===== src/srm_params.svh =====
// Purpose: constants of the sensor result register file
// Assumes: byte-wide register port driven by the serial engine
// Notes:   addresses are the byte addresses seen by the host
//
// What this block does
// RULE1 - The primary result holds altitude when height mode is one and pressure when zero; height_mode_select is unused and the sample is stored as given.
// RULE2 - Altitude is a 20-bit signed value with 16 integer and 4 fraction bits.
// RULE3 - Pressure is a 20-bit unsigned value with 18 integer and 2 fraction bits.
// RULE4 - Pressure integer fills high, mid and low bits 7:6, fraction low bits 5:4.
// RULE5 - The address auto-increments so 00h to 05h can be read in one burst.
// RULE6 - Temperature is a 12-bit signed value with 8 integer and 4 fraction bits.
// RULE7 - Temperature integer sits at 04h, fraction in bits 7:4 of 05h, low nibble zero.
// RULE8 - 07h to 09h hold current minus previous primary sample in the selected format.
// RULE9 - Altitude change puts 16 integer bits in the upper bytes and 4 fraction bits at 7:4.
// RULE10 - Pressure change puts 18 integer bits high and the fraction in bits 5:4.
// RULE11 - Change registers keep updating whatever the queue mode is.
// RULE12 - 0Ah and 0Bh hold the signed 12-bit temperature change, integer byte first.
// RULE13 - 0Ch returns a fixed 8-bit identification code.
// RULE14 - With the queue off the result registers show the latest sample directly.
// RULE15 - With the queue on, reads of 02h to 05h return 00h.
// RULE16 - With the queue off, reading 01h or 04h clears the matching ready flags.
// RULE17 - Reserved nibbles read zero and host writes change nothing.
`ifndef SRM_PARAMS_SVH
`define SRM_PARAMS_SVH

// ----------------------------------------------------------------
// register addresses
// ----------------------------------------------------------------
`define SRM_ADDR_STATUS    8'h00
`define SRM_ADDR_PRES_HI   8'h01
`define SRM_ADDR_PRES_MID  8'h02
`define SRM_ADDR_PRES_LO   8'h03
`define SRM_ADDR_TEMP_HI   8'h04
`define SRM_ADDR_TEMP_LO   8'h05
`define SRM_ADDR_UNUSED    8'h06
`define SRM_ADDR_PCHG_HI   8'h07
`define SRM_ADDR_PCHG_MID  8'h08
`define SRM_ADDR_PCHG_LO   8'h09
`define SRM_ADDR_TCHG_HI   8'h0A
`define SRM_ADDR_TCHG_LO   8'h0B
`define SRM_ADDR_PART_ID   8'h0C

// ----------------------------------------------------------------
// reset values and fixed codes
// ----------------------------------------------------------------
`define SRM_RESET_BYTE     8'h00
`define SRM_RESET_PRIMARY  20'h0_0000
`define SRM_RESET_TEMP     12'h000
// arbitrary neutral identification value
`define SRM_PART_ID_VALUE  8'h5A
`define SRM_PAD_NIBBLE     4'h0

`endif


===== src/srm_pkg.sv =====
// Purpose: types shared by the sensor result register file
// Assumes: nothing beyond the params header
// Notes:   widths follow the documented sample formats
package srm_pkg;

  // ----------------------------------------------------------------
  // sample and byte types
  // ----------------------------------------------------------------
  typedef logic [7:0]  srm_byte_t;
  typedef logic [19:0] srm_primary_t;
  typedef logic [11:0] srm_temp_t;

  // queue mode field, only "off" matters to this block
  typedef enum logic [1:0] {
    SRM_QUEUE_OFF      = 2'b00,
    SRM_QUEUE_CIRCULAR = 2'b01,
    SRM_QUEUE_STOP     = 2'b10,
    SRM_QUEUE_RSVD     = 2'b11
  } srm_queue_mode_t;

endpackage : srm_pkg


===== src/srm_result_regs.sv =====
// Purpose: read-only result and change registers of the sensor
// Assumes: serial engine gives one-cycle start, read and write pulses
// Notes:   read data appears one cycle after the read pulse
`timescale 1ns/1ps
`include "srm_params.svh"

module srm_result_regs #(
  parameter srm_pkg::srm_byte_t PART_ID = `SRM_PART_ID_VALUE // arbitrary value
) (
  input  wire logic                     ref_clk,           // 100 MHz clock
  input  wire logic                     rst_b,             // async reset, low
  input  wire logic                     height_mode_select,// 1 altitude, 0 pressure
  input  wire srm_pkg::srm_queue_mode_t queue_mode,        // queue mode field
  input  wire logic                     primary_valid,     // new primary sample pulse
  input  wire srm_pkg::srm_primary_t    primary_sample,    // formatted primary sample
  input  wire logic                     temp_valid,        // new temperature pulse
  input  wire srm_pkg::srm_temp_t       temp_sample,       // temperature sample
  input  wire srm_pkg::srm_byte_t       status_byte,       // status register image
  input  wire srm_pkg::srm_byte_t       queue_byte,        // queue head byte
  input  wire logic                     reg_start,         // load address pulse
  input  wire srm_pkg::srm_byte_t       reg_addr,          // start address
  input  wire logic                     reg_rd,            // read one byte pulse
  input  wire logic                     reg_wr,            // write one byte pulse
  output srm_pkg::srm_byte_t            reg_rdata,         // read data
  output logic                          reg_rvalid,        // read data valid pulse
  output logic                          primary_read_clear,// clear primary flags
  output logic                          temp_read_clear,   // clear temperature flags
  output logic                          queue_pop          // queue byte consumed
);

  // ----------------------------------------------------------------
  // state
  // ----------------------------------------------------------------
  srm_pkg::srm_primary_t primary;
  srm_pkg::srm_primary_t primary_chg;
  srm_pkg::srm_temp_t    temp;
  srm_pkg::srm_temp_t    temp_chg;
  srm_pkg::srm_byte_t    ptr;
  srm_pkg::srm_primary_t next_primary;
  srm_pkg::srm_primary_t next_primary_chg;
  srm_pkg::srm_temp_t    next_temp;
  srm_pkg::srm_temp_t    next_temp_chg;
  srm_pkg::srm_byte_t    next_ptr;
  srm_pkg::srm_byte_t    next_rdata;
  logic                  next_rvalid;
  logic                  next_pclr;
  logic                  next_tclr;
  logic                  next_pop;
  srm_pkg::srm_byte_t    eff_addr;
  logic                  queue_on;

  // ----------------------------------------------------------------
  // read decode
  // ----------------------------------------------------------------
  // byte seen at an address; used only by the read path, the checks spell out their own bytes
  function automatic srm_pkg::srm_byte_t read_byte(
    input srm_pkg::srm_byte_t    addr,
    input logic                  qon,
    input srm_pkg::srm_byte_t    stat,
    input srm_pkg::srm_byte_t    qbyte,
    input srm_pkg::srm_primary_t p,
    input srm_pkg::srm_primary_t pc,
    input srm_pkg::srm_temp_t    t,
    input srm_pkg::srm_temp_t    tc,
    input srm_pkg::srm_byte_t    id
  );
    srm_pkg::srm_byte_t b;
    b = `SRM_RESET_BYTE;
    if (addr == `SRM_ADDR_STATUS) begin
      b = stat;
    // RULE1 primary high byte
    end else if (addr == `SRM_ADDR_PRES_HI) begin
      b = qon ? qbyte : p[19:12];
    // RULE15 queue hides 02h-05h
    end else if (qon && addr >= `SRM_ADDR_PRES_MID && addr <= `SRM_ADDR_TEMP_LO) begin
      b = `SRM_RESET_BYTE;
    end else if (addr == `SRM_ADDR_PRES_MID) begin
      b = p[11:4];
    // RULE4 bits 3:0 at 7:4, pad zero
    end else if (addr == `SRM_ADDR_PRES_LO) begin
      b = {p[3:0], `SRM_PAD_NIBBLE};
    // RULE7 temperature bytes
    end else if (addr == `SRM_ADDR_TEMP_HI) begin
      b = t[11:4];
    end else if (addr == `SRM_ADDR_TEMP_LO) begin
      b = {t[3:0], `SRM_PAD_NIBBLE};
    // RULE9 change bytes, same layout as result
    end else if (addr == `SRM_ADDR_PCHG_HI) begin
      b = pc[19:12];
    end else if (addr == `SRM_ADDR_PCHG_MID) begin
      b = pc[11:4];
    // RULE10 change low byte
    end else if (addr == `SRM_ADDR_PCHG_LO) begin
      b = {pc[3:0], `SRM_PAD_NIBBLE};
    // RULE12 temperature change bytes
    end else if (addr == `SRM_ADDR_TCHG_HI) begin
      b = tc[11:4];
    end else if (addr == `SRM_ADDR_TCHG_LO) begin
      b = {tc[3:0], `SRM_PAD_NIBBLE};
    // RULE13 identification code
    end else if (addr == `SRM_ADDR_PART_ID) begin
      b = id;
    end
    return b;
  endfunction : read_byte

  assign queue_on = (queue_mode != srm_pkg::SRM_QUEUE_OFF);
  // a read in the same cycle as start uses the fresh address
  assign eff_addr = reg_start ? reg_addr : ptr;

  // ----------------------------------------------------------------
  // sample capture and change values
  // ----------------------------------------------------------------
  // one bit pattern serves both formats, so the subtraction is the
  // same modular 20-bit difference whether signed or unsigned
  always_comb begin
    next_primary     = primary;
    next_primary_chg = primary_chg;
    next_temp        = temp;
    next_temp_chg    = temp_chg;
    // RULE2 RULE3 bits kept as given
    // RULE14 latest sample shown directly
    if (primary_valid) begin
      next_primary     = primary_sample;
      // RULE8 current minus previous
      next_primary_chg = primary_sample - primary;
    end
    // RULE6 signed Q8.4 kept
    // RULE11 updated whatever the queue mode
    if (temp_valid) begin
      next_temp     = temp_sample;
      next_temp_chg = temp_sample - temp;
    end
  end

  always_ff @(posedge ref_clk or negedge rst_b) begin
    if (!rst_b) begin
      primary     <= `SRM_RESET_PRIMARY;
      primary_chg <= `SRM_RESET_PRIMARY;
      temp        <= `SRM_RESET_TEMP;
      temp_chg    <= `SRM_RESET_TEMP;
    end else begin
      primary     <= next_primary;
      primary_chg <= next_primary_chg;
      temp        <= next_temp;
      temp_chg    <= next_temp_chg;
    end
  end

  // ----------------------------------------------------------------
  // host access path
  // ----------------------------------------------------------------
  always_comb begin
    next_ptr    = reg_start ? reg_addr : ptr;
    next_rdata  = reg_rdata;
    next_rvalid = 1'b0;
    next_pclr   = 1'b0;
    next_tclr   = 1'b0;
    next_pop    = 1'b0;
    if (reg_rd) begin
      next_rdata  = read_byte(eff_addr, queue_on, status_byte, queue_byte,
                              primary, primary_chg, temp, temp_chg, PART_ID);
      next_rvalid = 1'b1;
      // RULE16 high byte read clears flags
      next_pclr = !queue_on && eff_addr == `SRM_ADDR_PRES_HI;
      next_tclr = !queue_on && eff_addr == `SRM_ADDR_TEMP_HI;
      next_pop  = queue_on && eff_addr == `SRM_ADDR_PRES_HI;
    end
    // RULE5 auto-increment on each byte
    // RULE17 writes only move the pointer
    if (reg_rd || reg_wr) begin
      next_ptr = eff_addr + 8'h01;
    end
  end

  always_ff @(posedge ref_clk or negedge rst_b) begin
    if (!rst_b) begin
      ptr                <= `SRM_RESET_BYTE;
      reg_rdata          <= `SRM_RESET_BYTE;
      reg_rvalid         <= 1'b0;
      primary_read_clear <= 1'b0;
      temp_read_clear    <= 1'b0;
      queue_pop          <= 1'b0;
    end else begin
      ptr                <= next_ptr;
      reg_rdata          <= next_rdata;
      reg_rvalid         <= next_rvalid;
      primary_read_clear <= next_pclr;
      temp_read_clear    <= next_tclr;
      queue_pop          <= next_pop;
    end
  end

  // ----------------------------------------------------------------
  // checks
  // ----------------------------------------------------------------
  AST_PRIMARY_LOAD: assert property (@(posedge ref_clk) disable iff (!rst_b) // RULE1
    primary_valid |=> primary == $past(primary_sample))
    else $error("primary sample not captured");

  AST_ALT_SIGN: assert property (@(posedge ref_clk) disable iff (!rst_b) // RULE2
    reg_rd && !queue_on && eff_addr == `SRM_ADDR_PRES_HI && !primary_valid
    |=> reg_rdata[7] == primary[19])
    else $error("altitude sign bit misplaced");

  AST_PRES_LOW: assert property (@(posedge ref_clk) disable iff (!rst_b) // RULE3
    reg_rd && !queue_on && eff_addr == `SRM_ADDR_PRES_LO && !primary_valid
    |=> reg_rdata == {primary[3:0], 4'h0})
    else $error("low primary byte wrong");

  AST_AUTOINC: assert property (@(posedge ref_clk) disable iff (!rst_b) // RULE5
    reg_rd && !reg_start ##1 reg_rd && !reg_start
    |-> ptr == $past(ptr, 1) + 8'h01)
    else $error("address did not advance");

  AST_TEMP_LOW: assert property (@(posedge ref_clk) disable iff (!rst_b) // RULE7
    reg_rd && !queue_on && eff_addr == `SRM_ADDR_TEMP_LO && !temp_valid
    |=> reg_rdata[3:0] == 4'h0 && reg_rdata[7:4] == temp[3:0])
    else $error("temperature low byte wrong");

  AST_PCHG: assert property (@(posedge ref_clk) disable iff (!rst_b) // RULE8
    primary_valid |=> primary_chg == primary - $past(primary))
    else $error("primary change wrong");

  AST_TCHG: assert property (@(posedge ref_clk) disable iff (!rst_b) // RULE12
    temp_valid && queue_on |=> temp_chg == temp - $past(temp))
    else $error("temperature change wrong");

  AST_PART_ID: assert property (@(posedge ref_clk) disable iff (!rst_b) // RULE13
    reg_rd && eff_addr == `SRM_ADDR_PART_ID |=> reg_rvalid && reg_rdata == PART_ID)
    else $error("identification code wrong");

  AST_QUEUE_ZERO: assert property (@(posedge ref_clk) disable iff (!rst_b) // RULE15
    reg_rd && queue_on && eff_addr >= `SRM_ADDR_PRES_MID
    && eff_addr <= `SRM_ADDR_TEMP_LO |=> reg_rdata == 8'h00)
    else $error("hidden register not zero");

  AST_CLEAR: assert property (@(posedge ref_clk) disable iff (!rst_b) // RULE16
    reg_rd && !queue_on && eff_addr == `SRM_ADDR_TEMP_HI
    |=> temp_read_clear)
    else $error("temperature clear pulse wrong");

  AST_WRITE_IGNORED: assert property (@(posedge ref_clk) disable iff (!rst_b) // RULE17
    reg_wr && !primary_valid && !temp_valid |=> $stable(primary) && $stable(temp))
    else $error("write changed a result");

  AST_PRIMARY_CLEAR: assert property (@(posedge ref_clk) disable iff (!rst_b) // RULE16
    reg_rd && !queue_on && eff_addr == `SRM_ADDR_PRES_HI
    |=> primary_read_clear)
    else $error("primary clear pulse missing");

  // back-to-back high byte reads may keep a clear high, so only cycles without such a read are checked
  AST_CLEAR_QUIET: assert property (@(posedge ref_clk) disable iff (!rst_b) // RULE16
    !(reg_rd && !queue_on && (eff_addr == `SRM_ADDR_PRES_HI || eff_addr == `SRM_ADDR_TEMP_HI))
    |=> !primary_read_clear && !temp_read_clear)
    else $error("flag clear without a high byte read");

  AST_QUEUE_POP: assert property (@(posedge ref_clk) disable iff (!rst_b) // RULE15
    reg_rd && queue_on && eff_addr == `SRM_ADDR_PRES_HI
    |=> queue_pop && reg_rdata == $past(queue_byte))
    else $error("queue byte not returned");

  AST_PRES_MID: assert property (@(posedge ref_clk) disable iff (!rst_b) // RULE4
    reg_rd && !queue_on && eff_addr == `SRM_ADDR_PRES_MID && !primary_valid
    |=> reg_rdata == primary[11:4])
    else $error("middle primary byte wrong");

  AST_TEMP_HIGH: assert property (@(posedge ref_clk) disable iff (!rst_b) // RULE6
    reg_rd && !queue_on && eff_addr == `SRM_ADDR_TEMP_HI && !temp_valid
    |=> reg_rdata == temp[11:4])
    else $error("temperature high byte wrong");

  AST_TEMP_LOAD: assert property (@(posedge ref_clk) disable iff (!rst_b) // RULE11
    temp_valid |=> temp == $past(temp_sample))
    else $error("temperature sample not captured");

  AST_PCHG_HIGH: assert property (@(posedge ref_clk) disable iff (!rst_b) // RULE9
    reg_rd && eff_addr == `SRM_ADDR_PCHG_HI && !primary_valid
    |=> reg_rdata == primary_chg[19:12])
    else $error("primary change high byte wrong");

  AST_PCHG_LOW: assert property (@(posedge ref_clk) disable iff (!rst_b) // RULE10
    reg_rd && eff_addr == `SRM_ADDR_PCHG_LO && !primary_valid
    |=> reg_rdata == {primary_chg[3:0], 4'h0})
    else $error("primary change low byte wrong");

  AST_TCHG_LOW: assert property (@(posedge ref_clk) disable iff (!rst_b) // RULE12
    reg_rd && eff_addr == `SRM_ADDR_TCHG_LO && !temp_valid
    |=> reg_rdata == {temp_chg[3:0], 4'h0})
    else $error("temperature change low byte wrong");

  AST_STATUS: assert property (@(posedge ref_clk) disable iff (!rst_b) // RULE5
    reg_rd && eff_addr == `SRM_ADDR_STATUS
    |=> reg_rvalid && reg_rdata == $past(status_byte))
    else $error("status byte not returned");

  AST_UNMAPPED: assert property (@(posedge ref_clk) disable iff (!rst_b) // RULE17
    reg_rd && (eff_addr == `SRM_ADDR_UNUSED || eff_addr > `SRM_ADDR_PART_ID)
    |=> reg_rdata == 8'h00)
    else $error("unmapped address not zero");

  AST_NO_ANSWER: assert property (@(posedge ref_clk) disable iff (!rst_b) // RULE17
    !reg_rd |=> !reg_rvalid)
    else $error("answer without a read");

endmodule : srm_result_regs


===== config.mk =====
export PLATFORM = sky130hd
export DESIGN_NAME = srm_result_regs
export DESIGN_NICKNAME = d
export VERILOG_FILES = /design/src/srm_pkg.sv /design/src/srm_result_regs.sv
export VERILOG_INCLUDE_DIRS = /design/src
export SDC_FILE = /design/constraint.sdc
export NUM_CORES = 1
export LEC_CHECK = 0
export ABC_AREA = 1
export ABC_CLOCK_PERIOD_IN_PS = 3080
export BUFFER_PORTS_ARGS = -buffer_cell sky130_fd_sc_hd__buf_2
export CAP_MARGIN = 5
export CORE_MARGIN = 1
export CORE_UTILIZATION = 59
export DETAILED_ROUTE_END_ITERATION = 10
export PLACE_DENSITY_LB_ADDON = 0.08
export SKIP_CTS_REPAIR_TIMING = 1
export SLEW_MARGIN = 20
export SYNTH_ARGS = -nofsm -noshare
export SYNTH_HDL_FRONTEND = slang
export SYNTH_SLANG_ARGS = --single-unit

===== constraint.sdc =====
create_clock -name ref_clk -period 3.08 [get_ports ref_clk]
set_clock_uncertainty 0.15 [all_clocks]
set_input_delay 0.77 -clock ref_clk [delete_from_list [all_inputs] [get_ports ref_clk]]
set_output_delay 0.77 -clock ref_clk [all_outputs]
set_load 0.01 [all_outputs]

Word-level counts from Yosys, hierarchy flattened
Index checks and enable logic that the tools add are counted.

cells by class
  $add $sub $neg = 3
  muxes and demuxes = 20
  reduce and logical (&&, ||, !) cells = 9
  magnitude comparators = 2
  equality and inequality tests = 11

operator list
  cell                                                            count
  2-to-1 mux 8 bit                                                15
  equality test 8 x 4 -> 1 bit, second input constant             5
  equality test 8 x 3 -> 1 bit, second input constant             3
  subtractor 20 bit                                               1
  equality test 8 x 2 -> 1 bit, second input constant             2
  subtractor 12 bit                                               1
  adder 8 x 1 -> 8 bit, second input constant                     1
  equality test 8 x 1 -> 1 bit, second input constant             1
  >= comparator 8 x 2 -> 1 bit, second input constant             1
  less-or-equal comparator 8 x 3 -> 1 bit, second input constant  1
  logical NOT 8 bit                                               1
  2-to-1 mux 7 bit                                                1
  logical AND 1 bit                                               5
  2-to-1 mux 1 bit                                                4
  nonzero test 2 bit                                              1
  logical NOT 1 bit                                               1
  logical OR 1 bit                                                1

storage, ports and cells
  output and inout port bits = 12
  bits of input ports = 66
  flip-flop bits (word level) = 84
  word-level logic and storage cells = 55

Depth between registers and ports, before layout
Gate-level depths: netlist of the first run.

  word-level depth = 15
  gate-level depth with buffers = 20
  mapped depth without buffers = 19

Worst setup path before layout of the first run
Ideal clock, no wire load.

  kind = input port to flip-flop
  start = input port reg_start
  end = register reg_rdata[4]
  data arrival time = 2.638 ns
  buffers on the path = 2
  path slack = 0.175 ns
  required time = 2.814 ns
  cell stages on the path = 19
  setup time = 0.116 ns
  cells stage by stage = buf_6 buf_6 o21ai_0 inv_1 ha_1 inv_1 nor2_1 o21ai_1 nand2_1 nand3_1 nand2_1 nand2_1 nand3_1 nand2_1 nand2_1 nand2_1 nand2_1 nand2_1 nand2_1

between the ends
  word-level cells in the longest chain between the ends = 15
  elaborated cells between the ends (all ways) = 30
  those cells by class = 2 x order compare; 11 x eq/ne; 14 x mux; 3 x reduce/logical

RTL lines
  element                                        line                    text
  start: declaration                             srm_result_regs.sv:20   input wire logic reg_start,
  2-to-1 mux 8 bit (*)                           --
  equality test 8 x 4 -> 1 bit (no source line)  --
  2-to-1 mux 7 bit                               srm_result_regs.sv:101  end else if (addr == `SRM_ADDR_PART_ID) begin
  2-to-1 mux 8 bit                               srm_result_regs.sv:98   end else if (addr == `SRM_ADDR_TCHG_LO) begin
  2-to-1 mux 8 bit                               srm_result_regs.sv:96   end else if (addr == `SRM_ADDR_TCHG_HI) begin
  2-to-1 mux 8 bit                               srm_result_regs.sv:93   end else if (addr == `SRM_ADDR_PCHG_LO) begin
  2-to-1 mux 8 bit                               srm_result_regs.sv:90   end else if (addr == `SRM_ADDR_PCHG_MID) begin
  2-to-1 mux 8 bit                               srm_result_regs.sv:88   end else if (addr == `SRM_ADDR_PCHG_HI) begin
  2-to-1 mux 8 bit                               srm_result_regs.sv:85   end else if (addr == `SRM_ADDR_TEMP_LO) begin
  2-to-1 mux 8 bit                               srm_result_regs.sv:83   end else if (addr == `SRM_ADDR_TEMP_HI) begin
  2-to-1 mux 8 bit                               srm_result_regs.sv:80   end else if (addr == `SRM_ADDR_PRES_LO) begin
  2-to-1 mux 8 bit                               srm_result_regs.sv:77   end else if (addr == `SRM_ADDR_PRES_MID) begin
  2-to-1 mux 8 bit                               srm_result_regs.sv:75   end else if (qon && addr >= `SRM_ADDR_PRES_MID && addr <= `SRM_ADDR_TEMP_LO) begin
  2-to-1 mux 8 bit                               srm_result_regs.sv:72   end else if (addr == `SRM_ADDR_PRES_HI) begin
  2-to-1 mux 8 bit (*)                           srm_result_regs.sv:69   if (addr == `SRM_ADDR_STATUS) begin
  end signal: assignment                         srm_result_regs.sv:179  reg_rdata <= `SRM_RESET_BYTE;
  end signal: assignment                         srm_result_regs.sv:186  reg_rdata <= next_rdata;
  end: declaration                               srm_result_regs.sv:24   output srm_pkg::srm_byte_t reg_rdata,

Every way passes the cells marked *; elsewhere a longest branch is shown, timed or not.
A chain may end at the register's enable or synchronous reset.

Worst setup path after layout of the first run
  start = input port reg_start
  end = register reg_rdata[3]

Same word-level chain as after synthesis.

==> results of run 1 <==
worst max-delay path, stage by stage:
cell and delay, ns:
sky130_fd_sc_hd__buf_2 0.17, sky130_fd_sc_hd__inv_6 0.04, sky130_fd_sc_hd__or2_2 0.27, sky130_fd_sc_hd__o21ai_1 0.21
sky130_fd_sc_hd__inv_1 0.14, sky130_fd_sc_hd__ha_1 0.25, sky130_fd_sc_hd__inv_1 0.10, sky130_fd_sc_hd__nor2_1 0.07
sky130_fd_sc_hd__o21ai_1 0.19, sky130_fd_sc_hd__nor2_1 0.09, sky130_fd_sc_hd__o21ai_0 0.13, sky130_fd_sc_hd__nand2_1 0.08
sky130_fd_sc_hd__nand3_1 0.07, sky130_fd_sc_hd__nand3_1 0.12, sky130_fd_sc_hd__nand2_1 0.09, sky130_fd_sc_hd__nand2_1 0.05
sky130_fd_sc_hd__nand2_1 0.07, sky130_fd_sc_hd__nand2_1 0.05
registers in the layout (all words and copies together), names as in the netlist:
name	count
temp_chg	12
reg_rdata	8
queue_pop	1
temp	12
primary_chg	20
temp_read_clear	1
reg_rvalid	1
ptr	8
primary	20
primary_read_clear	1
metrics by stage:
| stage | hold WS, ns | instance area [um^2] | TNS (ns) | total power, W |
|---|---|---|---|---|
| final | 0.239 | 6960 | 0 | 0.00320 |
| after floorplan | 0.296 | 5990 | 0 | 0.00193 |
| after CTS | 0.249 | 6960 | 0 | 0.00321 |
| after detailed placement | 0.315 | 6720 | -0.708 | 0.00224 |
| after global placement | 0.308 | 6720 | -0.0626 | 0.00221 |
| after global routing | 0.283 | 6960 | 0 | 0.00339 |
metal layers:
layer | GRT usage (%) | up-vias | wire [um]
met4 | 9.43 | 0 | 320
met1 | 42.8 | 2635 | 7170
met2 | 50.2 | 198 | 6850
li1 | - | 2918 | -
met5 | 0 | - | 0
met3 | 6.51 | 24 | 1100
report_power, final:
group | total, W | internal (W) | switching, W
Clock | 0.000971 | 0.000561 | 0.000410
Combinational | 0.000890 | 0.000331 | 0.000560
Sequential | 0.00134 | 0.00125 | 0.0000839
Yosys cell counts, types with 9 or more instances:
cell type	number
sky130_fd_sc_hd__ha_1	35
sky130_fd_sc_hd__a21oi_1	43
sky130_fd_sc_hd__nor3_1	14
sky130_fd_sc_hd__clkbuf_1	15
sky130_fd_sc_hd__o21ai_0	95
sky130_fd_sc_hd__xnor2_1	9
sky130_fd_sc_hd__nor2_1	36
sky130_fd_sc_hd__nand2_1	219
sky130_fd_sc_hd__nand4_1	9
sky130_fd_sc_hd__nand3_1	49
sky130_fd_sc_hd__xor2_1	13
sky130_fd_sc_hd__inv_1	123
sky130_fd_sc_hd__dfrtp_1	84
worst max-delay path by stage:
stage,end,cells after the start
finish,reg_rdata[3],18
global route,reg_rdata[3],18
CTS,reg_rdata[3],18
detailed placement,reg_rdata[3],18
global placement,reg_rdata[4],20
floorplan,reg_rdata[4],19
layout make-up:
| type | count | area (um^2) |
|---|---|---|
| Fill cell | 853 | 2860 |
| Clock buffer | 10 | 138 |
| Inverter | 131 | 499 |
| Tap cell | 133 | 166 |
| Clock inverter | 6 | 111 |
| Sequential cell | 84 | 2100 |
| Multi-Input combinational cell | 600 | 3300 |
| Timing Repair Buffer | 110 | 651 |
kinds of logic (layout without fill, tap and decap cells):
kind of cell | Yosys count | after routing
AO/OA/AOI/OAI | 175 | 175
XOR/XNOR | 22 | 22
adder cells (fa/ha/maj) | 37 | 37
buffers and inverters | 150 | 257
flip-flops | 84 | 84
AND/OR/NAND/NOR | 366 | 366
==> impl_metrics.csv, run 1 <==
group,metric,value,unit
logic_synthesis,synthAdderAreaFrac,7.97,%
logic_synthesis,syn-mean-instance-area,7.19,um^2
logic_synthesis,combinational_family_with_the_most_area_after_synthesis,"simple AND/OR/NAND/NOR gates",
global_route,groute.usage.overall,31.3,%
sta,tightest_slew,0.566,ns
logic_synthesis,syn-num-nets,937,
sta,fmax,0.353,GHz
drt,avgRoutedWirePerCell,14.4,um
sta,min_period_over_period,92.1,%
die,initial_util,61.0,%
global_route,grt_max_degree,52,
worst_setup_path,critPathKind,"in -> reg",
cells_and_area,final_layout_size_suffix_gt1_share,17.5,%
placement,gp_congestion,0.927,
sta,setup_slack,0.244,ns
die,die-height,103,um
logic_synthesis,number_of_enable_type_register_cells_in_the_synthesized_netlist,0,
cells_and_area,final_core_util,70.9,%
worst_setup_path,r2r.worst_path.cells,13,
clock_network,h-tree-depth,3,
die,floorplan.rows,36,
placement,dpl.cell_count,1058,
logic_synthesis,synth_area_leaders,"sky130_fd_sc_hd__dfrtp_1 (35%), sky130_fd_sc_hd__nand2_1 (14%), sky130_fd_sc_hd__o21ai_0 (7.9%)",
flow_run,drv_cap,0,
worst_setup_path,r2r_setup_slack,0.55,ns
drt,detailedRoute.firstIterationViolations,324,
placement,post_place_setup_slack,-0.135,ns
global_route,overflow,0,
clock_network,cts_tree,"yes",
die,fp.dieArea,0.0106,mm^2
logic_synthesis,synth_xor_xnor_area_share,3.22,%
die,core-area,0.00982,mm^2
drt,dr.pass1.iters,5,
cells_and_area,finished_layout_cells,1074,
sta,number_of_setup_violations_in_the_final_report,0,
cells_and_area,layout.cells.most_common,"sky130_fd_sc_hd__nand2_1",
sta,timing_hold_violations_final,0,
worst_setup_path,setup.worst_path.end_class,"flop",
worst_hold_path,min_path_type,"in -> async",
global_route,antenna_found_initial,0,
drt,routed-via-count,5775,
clock_network,cts-buffers-inserted,9,
global_route,number_of_global_route_vias_before_repair,5390,
die,top_level_ports,78,
worst_setup_path,worstReg2RegStart,"primary[3]",
logic_synthesis,yosys_register_bits,84,
worst_setup_path,path_max_fanout,5,
logic_synthesis,post_synth_top_flop,"sky130_fd_sc_hd__dfrtp_1",
clock_network,clkLatencyLatePin,0.36,ns
logic_synthesis,total_number_of_yosys_warnings,0,
worst_setup_path,critical_path_startpoint_category,"primary input",
logic_synthesis,synth_top_area_cell,"sky130_fd_sc_hd__dfrtp_1",
power_and_ir_drop,leakage_power,3.74,nW
sta,unrepaired_setup_endpoints_after_global_routing,"no",
clock_network,ctsLongestPathBuffers,2,
power_and_ir_drop,ir_worst_vdd,314,uV
die,die-width,103,um
logic_synthesis,yosys.area_share.simple,27.8,%
cells_and_area,diode_count,0,
clock_network,clkSinkCount,84,
cells_and_area,area_delta_synth_final,16.2,%
power_and_ir_drop,power_per_cell_area,459,mW/mm^2
drt,post_route_antenna_net_violation_count,0,
logic_synthesis,postSynth.asyncResetShare,100,%
logic_synthesis,synth-seq-area-share,35.1,%
drt,routed_wirelength,15400,um
cells_and_area,nets,1039,
logic_synthesis,synthesis.instances,834,
clock_network,ctsRootBufferMaster,"sky130_fd_sc_hd__clkbuf_8",
cells_and_area,final_cell_mix,"sky130_fd_sc_hd__nand2_1 (219), sky130_fd_sc_hd__inv_1 (123), sky130_fd_sc_hd__o21ai_0 (94)",
logic_synthesis,synthDistinctLibCells,47,
worst_setup_path,worstPathRequired,3.19,ns
global_route,global_route_wire_length_before_repair,25300,um
placement,place.detailed.hpwl,12300,um
sta,report.final.slew_viol_count,0,
logic_synthesis,syn-cell-area,0.00599,mm^2
placement,place.port_buffers,76,
drt,drc_violations_left,0,
logic_synthesis,fraction_of_post_synthesis_cell_area_in_the_top_cell_type_by_area,35.1,%
worst_setup_path,critical_path.reg2reg.endpoint,"primary_chg[14]",
sta,finalWorstPathRequiredPeriod,2.84,ns
worst_setup_path,cp-startpoint,"reg_start",
worst_setup_path,worstPathArrival,2.94,ns
sta,max_slew_margin,62.3,%
logic_synthesis,compound_gate_fraction_of_synth_area,16.1,%
logic_synthesis,synth_mux_area_share,0,%
clock_network,worst_setup_hold_path_clk_slew,0.09,ns
run_status,outcome,"finished, final reports clean",
drt,drt-vias-per-instance,5.38,
No activity file was read; power rests on OpenSTA's default activity.
==> run 2, diff against run 1 <==
Settings changed: ABC_AREA 1 to unset, ABC_CLOCK_PERIOD_IN_PS 3080 to 3500, CORE_UTILIZATION 59 to 63, SETUP_SLACK_MARGIN set to 0.5.
Clock period 3.08 ns to 3.5 ns, I/O delays scaled along.
==> run 2 against run 1 <==
Net effect: sequential power is 5% lower; critical path depth is 9 lower; highest routed layer unchanged; combinational power is 18% higher; non-clock buffer count is 11 lower; count of clock-buffer cells in the layout is 1 higher; worst hold slack better by 0.12 ns.
==> impl_metrics.csv, run 2 <==
group,metric,value,unit
power_and_ir_drop,ir_worst_vdd,268,uV
cells_and_area,final_cell_mix,"sky130_fd_sc_hd__dfrtp_1 (84), sky130_fd_sc_hd__buf_2 (73), sky130_fd_sc_hd__nand2_1 (67)",
logic_synthesis,fraction_of_post_synthesis_cell_area_in_the_top_cell_type_by_area,36.9,%
logic_synthesis,syn-num-nets,737,
cells_and_area,fillerInstances,657,
sta,report.final.slew_viol_count,0,
die,die-height,97.1,um
logic_synthesis,post_synth_top_flop,"sky130_fd_sc_hd__dfrtp_1",
worst_setup_path,critical_path_startpoint_category,"primary input",
logic_synthesis,postSynth.asyncResetShare,100,%
power_and_ir_drop,p_sw,0.00107,W
sta,number_of_setup_violations_in_the_final_report,0,
logic_synthesis,synth_top_area_cell,"sky130_fd_sc_hd__dfrtp_1",
logic_synthesis,syn-mean-instance-area,8.98,um^2
drt,drt-vias-per-instance,6.09,
die,core-area,0.00872,mm^2
drt,routed_wirelength,14200,um
clock_network,ctsRootBufferMaster,"sky130_fd_sc_hd__clkbuf_8",
global_route,global_route_wire_length_before_repair,23600,um
drt,avgRoutedWirePerCell,17.2,um
drt,drc_violations_left,0,
power_and_ir_drop,leakage_power,2.99,nW
power_and_ir_drop,swShare,36.0,%
cells_and_area,nets,821,
logic_synthesis,synthDistinctLibCells,69,
die,floorplan.rows,34,
die,top_level_ports,78,
die,die-width,97.1,um
global_route,antenna_found_initial,0,
logic_synthesis,ys_top_cells_by_count,"sky130_fd_sc_hd__dfrtp_1 (84), sky130_fd_sc_hd__nand2_1 (68), sky130_fd_sc_hd__o21ai_0 (56)",
placement,gp_congestion,1.02,
worst_setup_path,setup.worst_path.end_class,"flop",
cells_and_area,multi_input_comb_area,0.00341,mm^2
sta,unrepaired_setup_endpoints_after_global_routing,"no",
logic_synthesis,dominant_cell_by_count_in_the_synthesized_netlist,"sky130_fd_sc_hd__dfrtp_1",
clock_network,cts_tree,"yes",
cells_and_area,biggest_registers_after_layout,"primary: 20 flops, primary_chg: 20 flops",
die,initial_util,65.3,%
global_route,groute.usage.overall,31.3,%
global_route,number_of_global_route_vias_before_repair,4938,
power_and_ir_drop,share_seq_of_total_power,42.7,%
die,fp.dieArea,0.00942,mm^2
worst_setup_path,worstPathArrival,3.08,ns
clock_network,clkSinkCount,84,
logic_synthesis,total_number_of_yosys_warnings,0,
logic_synthesis,syn-cell-area,0.00569,mm^2
cells_and_area,final_layout_size_suffix_gt1_share,22.3,%
logic_synthesis,number_of_enable_type_register_cells_in_the_synthesized_netlist,0,
clock_network,worst_setup_hold_path_clk_slew,0.08,ns
logic_synthesis,synth_area_leaders,"sky130_fd_sc_hd__dfrtp_1 (37%), sky130_fd_sc_hd__ha_1 (7.7%), sky130_fd_sc_hd__o21ai_0 (4.9%)",
power_and_ir_drop,design_internal_power,0.00190,W
cells_and_area,diode_count,0,
sta,fmax,0.334,GHz
sta,tightest_slew,0.757,ns
sta,setup_tns,0,ns
worst_setup_path,path_max_fanout,3,
placement,place.port_buffers,76,
flow_run,drv_cap,0,
sta,timing_hold_violations_final,0,
power_and_ir_drop,power_per_cell_area,450,mW/mm^2
sta,final.hold.worst_slack,0.357,ns
clock_network,ctsLongestPathBuffers,2,
drt,detailedRoute.firstIterationViolations,345,
power_and_ir_drop,clkPwrFrac,21.6,%
worst_setup_path,critPathKind,"in -> reg",
placement,place.detailed.hpwl,10600,um
drt,post_route_antenna_net_violation_count,0,
cells_and_area,area_delta_synth_final,15.5,%
sta,max_slew_margin,49.5,%
logic_synthesis,synthesis.instances,634,
sta,finalWorstPathRequiredPeriod,2.99,ns
drt,routed-via-count,5053,
global_route,overflow,0,
logic_synthesis,synth-seq-area-share,36.9,%
clock_network,h-tree-depth,3,
clock_network,clkLatencyLatePin,0.35,ns
cells_and_area,layout.cells.most_common,"sky130_fd_sc_hd__dfrtp_1",
worst_setup_path,worstPathRequired,3.59,ns
worst_hold_path,min_path_type,"reg -> reg",
drt,dr.pass1.iters,6,
logic_synthesis,yosys_register_bits,84,
cells_and_area,register_area,0.00210,mm^2
power_and_ir_drop,share_comb_of_total_power,35.6,%
sta,min_period_over_period,85.6,%
global_route,grt_max_degree,85,
clock_network,cts-buffers-inserted,9,
run_status,outcome,"finished, final reports clean",
## run 2: changes by cell type in the layout (fill, tap and decap cells not counted), moves of 11 or more
cell,change
sky130_fd_sc_hd__mux2_2,+20
sky130_fd_sc_hd__o21ai_0,-40
sky130_fd_sc_hd__mux2i_1,+12
sky130_fd_sc_hd__buf_4,-11
sky130_fd_sc_hd__o22ai_1,+12
sky130_fd_sc_hd__nand3_1,-36
sky130_fd_sc_hd__inv_1,-79
sky130_fd_sc_hd__nand2_1,-152
sky130_fd_sc_hd__nor2b_1,+12
## run 2: worst max-delay path, cell delays in order
cell and delay, ns:
sky130_fd_sc_hd__buf_2 0.11, sky130_fd_sc_hd__ha_1 0.27, sky130_fd_sc_hd__nor2b_1 0.15, sky130_fd_sc_hd__o211ai_1 0.17, sky130_fd_sc_hd__nand3_1 0.16, sky130_fd_sc_hd__a2111oi_0 0.71
sky130_fd_sc_hd__o31ai_1 0.21, sky130_fd_sc_hd__xnor2_1 0.16, sky130_fd_sc_hd__mux2_2 0.26
## run 2: area by class of cell
cell class                      count  share of cell area (%)
Multi-Input combinational cell    477                    51.9
Inverter                           47                    2.87
Sequential cell                    84                    32.0
Clock inverter                      4                   0.380
Timing Repair Buffer               99                    8.58
Tap cell                          108                    2.05
Clock buffer                       11                    2.30
## run 2: path summary, 6_finish.rpt
| kind | from | to | slack, ns | cells after the start |
|---|---|---|---|---|
| setup / recovery | temp_sample[1] | temp_chg[11] | 0.51 | 9 |
| hold / removal | temp_chg[4] | temp_chg[4] | 0.36 | 2 |
| setup reg to reg | temp[1] | temp_chg[11] | 0.65 | 9 |
| hold reg to reg | temp_chg[4] | temp_chg[4] | 0.36 | 2 |
| max in group asynchronous | rst_b | reg_rdata[0] | 2.27 | 1 |
| min in group asynchronous | rst_b | temp[8] | 0.42 | 1 |
## run 2: cell families after synthesis
logic type               after synthesis  synth area share, %
buffers and inverters                 73                 5.12
flip-flops                            84                 36.9
adder cells (fa/ha/maj)               37                 8.40
multiplexers                          35                 6.62
AO/OA/AOI/OAI                        203                 23.5
XOR/XNOR                              25                 3.85
AND/OR/NAND/NOR                      177                 15.6
## run 2: power groups by stage
stage               sequential, W  clock [W]  combinational [W]
floorplan                 0.00123          0           0.000723
global placement          0.00128          0           0.000967
detailed placement        0.00128          0           0.000993
CTS                       0.00126   0.000652            0.00100
global route              0.00128   0.000685            0.00116
finish                    0.00127   0.000641            0.00105
## run 2: routing by layer
metal / global-route usage (%) / routed length, um / vias to the layer above
met5: 1.10 / 0 / -
met4: 12.5 / 395 / 0
met3: 5.83 / 817 / 37
met2: 49.8 / 6710 / 170
met1: 42.3 / 6320 / 2379
li1: - / - / 2467
## run 2: through the flow
| step | setup slack [ns] | total power [W] | area (um^2) | utilization [%] | cells |
|---|---|---|---|---|---|
| detailed placement | 0.117 | 0.00227 | 6300 | 72.2 | 810 |
| global route | 0.452 | 0.00313 | 6580 | 75.4 | 830 |
| global placement | 0.145 | 0.00224 | 6300 | 72.2 | 810 |
| CTS | 0.471 | 0.00292 | 6470 | 74.2 | 825 |
| floorplan | 0.496 | 0.00195 | 5770 | - | 634 |
| finish | 0.505 | 0.00296 | 6580 | 75.4 | 830 |
==> run 3, diff against run 2 <==
==> constraint.sdc (replaced) <==
create_clock -name ref_clk -period 3.5 [get_ports ref_clk]
set_clock_uncertainty 0.15 [all_clocks]
set_input_delay 0.525 -clock ref_clk [delete_from_list [all_inputs] [get_ports ref_clk]]
set_output_delay 0.525 -clock ref_clk [all_outputs]
set_load 0.01 [all_outputs]
==> run 3 against run 2 <==
Net effect: sequential share of layout area grew 0.96 points; flip-flop and latch count is the same; routed wire length increased by 1.4%; worst hold slack worse by 0.29 ns; fmax rose by 4.2%; combinational power fell by 5%; cell count decreased by 1.4%; register-to-register slack worse by 0.02 ns; first-iteration DRC count up 57%; largest cell class unchanged; highest routed layer unchanged.
==> impl_metrics.csv, run 3 (synthesized netlist as in run 2, its figures left out) <==
group,metric,value,unit
clock_network,ctsLongestPathBuffers,2,
sta,unrepaired_setup_endpoints_after_global_routing,"no",
cells_and_area,final_layout_size_suffix_gt1_share,18.9,%
worst_setup_path,crit_path_max_incr_delay,0.57,ns
sta,setup_slack,0.626,ns
clock_network,cts-buffers-inserted,9,
worst_setup_path,critPathBufInv,1,
flow_run,drv_cap,0,
worst_setup_path,worstReg2RegStart,"primary[2]",
sta,timing_hold_violations_final,0,
worst_setup_path,worstPathArrival,2.96,ns
global_route,global_route_wire_length_before_repair,23600,um
worst_setup_path,critical_path_startpoint_category,"flop",
clock_network,h-tree-depth,3,
clock_network,ctsRootBufferMaster,"sky130_fd_sc_hd__clkbuf_8",
worst_setup_path,critPathKind,"reg -> reg",
sta,report.final.slew_viol_count,0,
die,initial_util,65.3,%
power_and_ir_drop,ir_worst_vdd,334,uV
sta,max_slew_margin,49.4,%
sta,finalWorstPathRequiredPeriod,2.87,ns
placement,place.detailed.hpwl,10800,um
worst_setup_path,timing.critical_path.slowest_stage_cell,"sky130_fd_sc_hd__a2111oi_1",
cells_and_area,final_cell_mix,"sky130_fd_sc_hd__dfrtp_1 (84), sky130_fd_sc_hd__buf_2 (75), sky130_fd_sc_hd__nand2_1 (68)",
clock_network,cts_tree,"yes",
placement,place.port_buffers,76,
cells_and_area,layout.cells.most_common,"sky130_fd_sc_hd__dfrtp_1",
placement,post_place_setup_slack,0.280,ns
power_and_ir_drop,leakage_power,2.92,nW
sta,setup_tns,0,ns
drt,avgRoutedWirePerCell,17.7,um
die,top_level_ports,78,
die,core-area,0.00872,mm^2
cells_and_area,register_area,0.00210,mm^2
drt,drt-vias-per-instance,6.35,
sta,final.hold.worst_slack,0.0634,ns
clock_network,worst_setup_hold_path_clk_slew,0.09,ns
cells_and_area,diode_count,0,
cells_and_area,area_delta_synth_final,12.2,%
cells_and_area,fillerInstances,683,
die,floorplan.rows,34,
worst_setup_path,r2r_setup_slack,0.63,ns
drt,dr.pass1.iters,5,
clock_network,clkSinkCount,84,
global_route,grt_max_degree,85,
die,die-height,97.1,um
global_route,number_of_global_route_vias_before_repair,4900,
clock_network,clkLatencyLatePin,0.35,ns
worst_setup_path,path_max_fanout,4,
sta,number_of_setup_violations_in_the_final_report,0,
drt,detailedRoute.firstIterationViolations,540,
die,fp.dieArea,0.00942,mm^2
global_route,antenna_found_initial,0,
cells_and_area,nets,809,
cells_and_area,multi_input_comb_area,0.00331,mm^2
sta,fmax,0.348,GHz
global_route,groute.usage.overall,31.3,%
worst_setup_path,delay_heaviest_family_cp,"compound AO/OA/AOI/OAI gates",
run_status,outcome,"finished, final reports clean",
power_and_ir_drop,design_power_total,0.00295,W
worst_setup_path,cp-startpoint,"primary[2]",
drt,post_route_antenna_net_violation_count,0,
drt,routed-via-count,5196,
sta,tightest_slew,0.759,ns
global_route,overflow,0,
placement,gp_congestion,0.999,
worst_hold_path,min_path_type,"in -> async",
drt,drc_violations_left,0,
drt,routed_wirelength,14400,um
die,die-width,97.1,um
worst_setup_path,setup.worst_path.end_class,"flop",
worst_setup_path,critical_path_cell_by_cell,"inv_1, ha_1, nor2b_1, o31ai_2, a221o_1, o211ai_1, a2111oi_1, nor4_1, nand3b_1",
cells_and_area,biggest_registers_after_layout,"primary: 20 flops, primary_chg: 20 flops",
worst_setup_path,worstPathRequired,3.59,ns
power_and_ir_drop,power_per_cell_area,462,mW/mm^2
sta,min_period_over_period,82.1,%
-- run 3: cell count changes in the layout (fill, tap and decap cells not counted), sizes merged --
cell / before / now
buf: 97 / 87
clkbuf: 13 / 11
bufinv: 0 / 1
clkinv: 2 / 1
-- run 3: area by class of cell --
| type | count | area share (%) |
|---|---|---|
| clock buffers | 11 | 2.21 |
| clock inverters | 4 | 0.784 |
| inverters | 47 | 2.76 |
| multi-input cells | 477 | 51.9 |
| flip-flops and latches | 84 | 32.9 |
| well taps | 108 | 2.12 |
| repair buffers | 87 | 7.35 |
-- run 3: report_power, final --
| part | total [W] | internal, W | switching, W |
|---|---|---|---|
| registers | 0.00126 | 0.00114 | 0.000122 |
| logic | 0.000996 | 0.000422 | 0.000575 |
| clock network | 0.000693 | 0.000345 | 0.000349 |
| total | 0.00295 | 0.00190 | 0.00105 |
-- run 3: path summary, 6_finish.rpt --
kind	end	depth (start not counted)
setup / recovery	primary_chg[18]	9
hold / removal	ptr[5]	1
setup reg to reg	primary_chg[18]	9
hold reg to reg	temp_chg[8]	2
max in group asynchronous	primary[2]	1
min in group ref_clk	temp[8]	3
-- run 3: worst reg2reg max path: stages, from the launching register on --
cell                        delay [ns]
sky130_fd_sc_hd__dfrtp_1          0.38
sky130_fd_sc_hd__inv_1            0.07
sky130_fd_sc_hd__ha_1             0.33
sky130_fd_sc_hd__nor2b_1          0.18
sky130_fd_sc_hd__o31ai_2          0.36
sky130_fd_sc_hd__a221o_1          0.29
sky130_fd_sc_hd__o211ai_1         0.17
sky130_fd_sc_hd__a2111oi_1        0.57
sky130_fd_sc_hd__nor4_1           0.10
sky130_fd_sc_hd__nand3b_1         0.17
-- run 3: metrics by stage --
stage | cell area [um^2] | util, % | cells
CTS | 6370 | 73.0 | 818
detailed placement | 6180 | 70.8 | 803
global route | 6380 | 73.2 | 818
floorplan | 5690 | - | 634
finish | 6380 | 73.2 | 818
global placement | 6180 | 70.8 | 803
-- run 3: routing by layer --
layer / GRT usage [%] / routed length (um) / share of wire (%)
met1: 44.1 / 6330 / 44
met5: 0 / 0 / 0
met3: 5.54 / 1170 / 8.1
met4: 9.07 / 290 / 2.0
met2: 49.6 / 6650 / 46
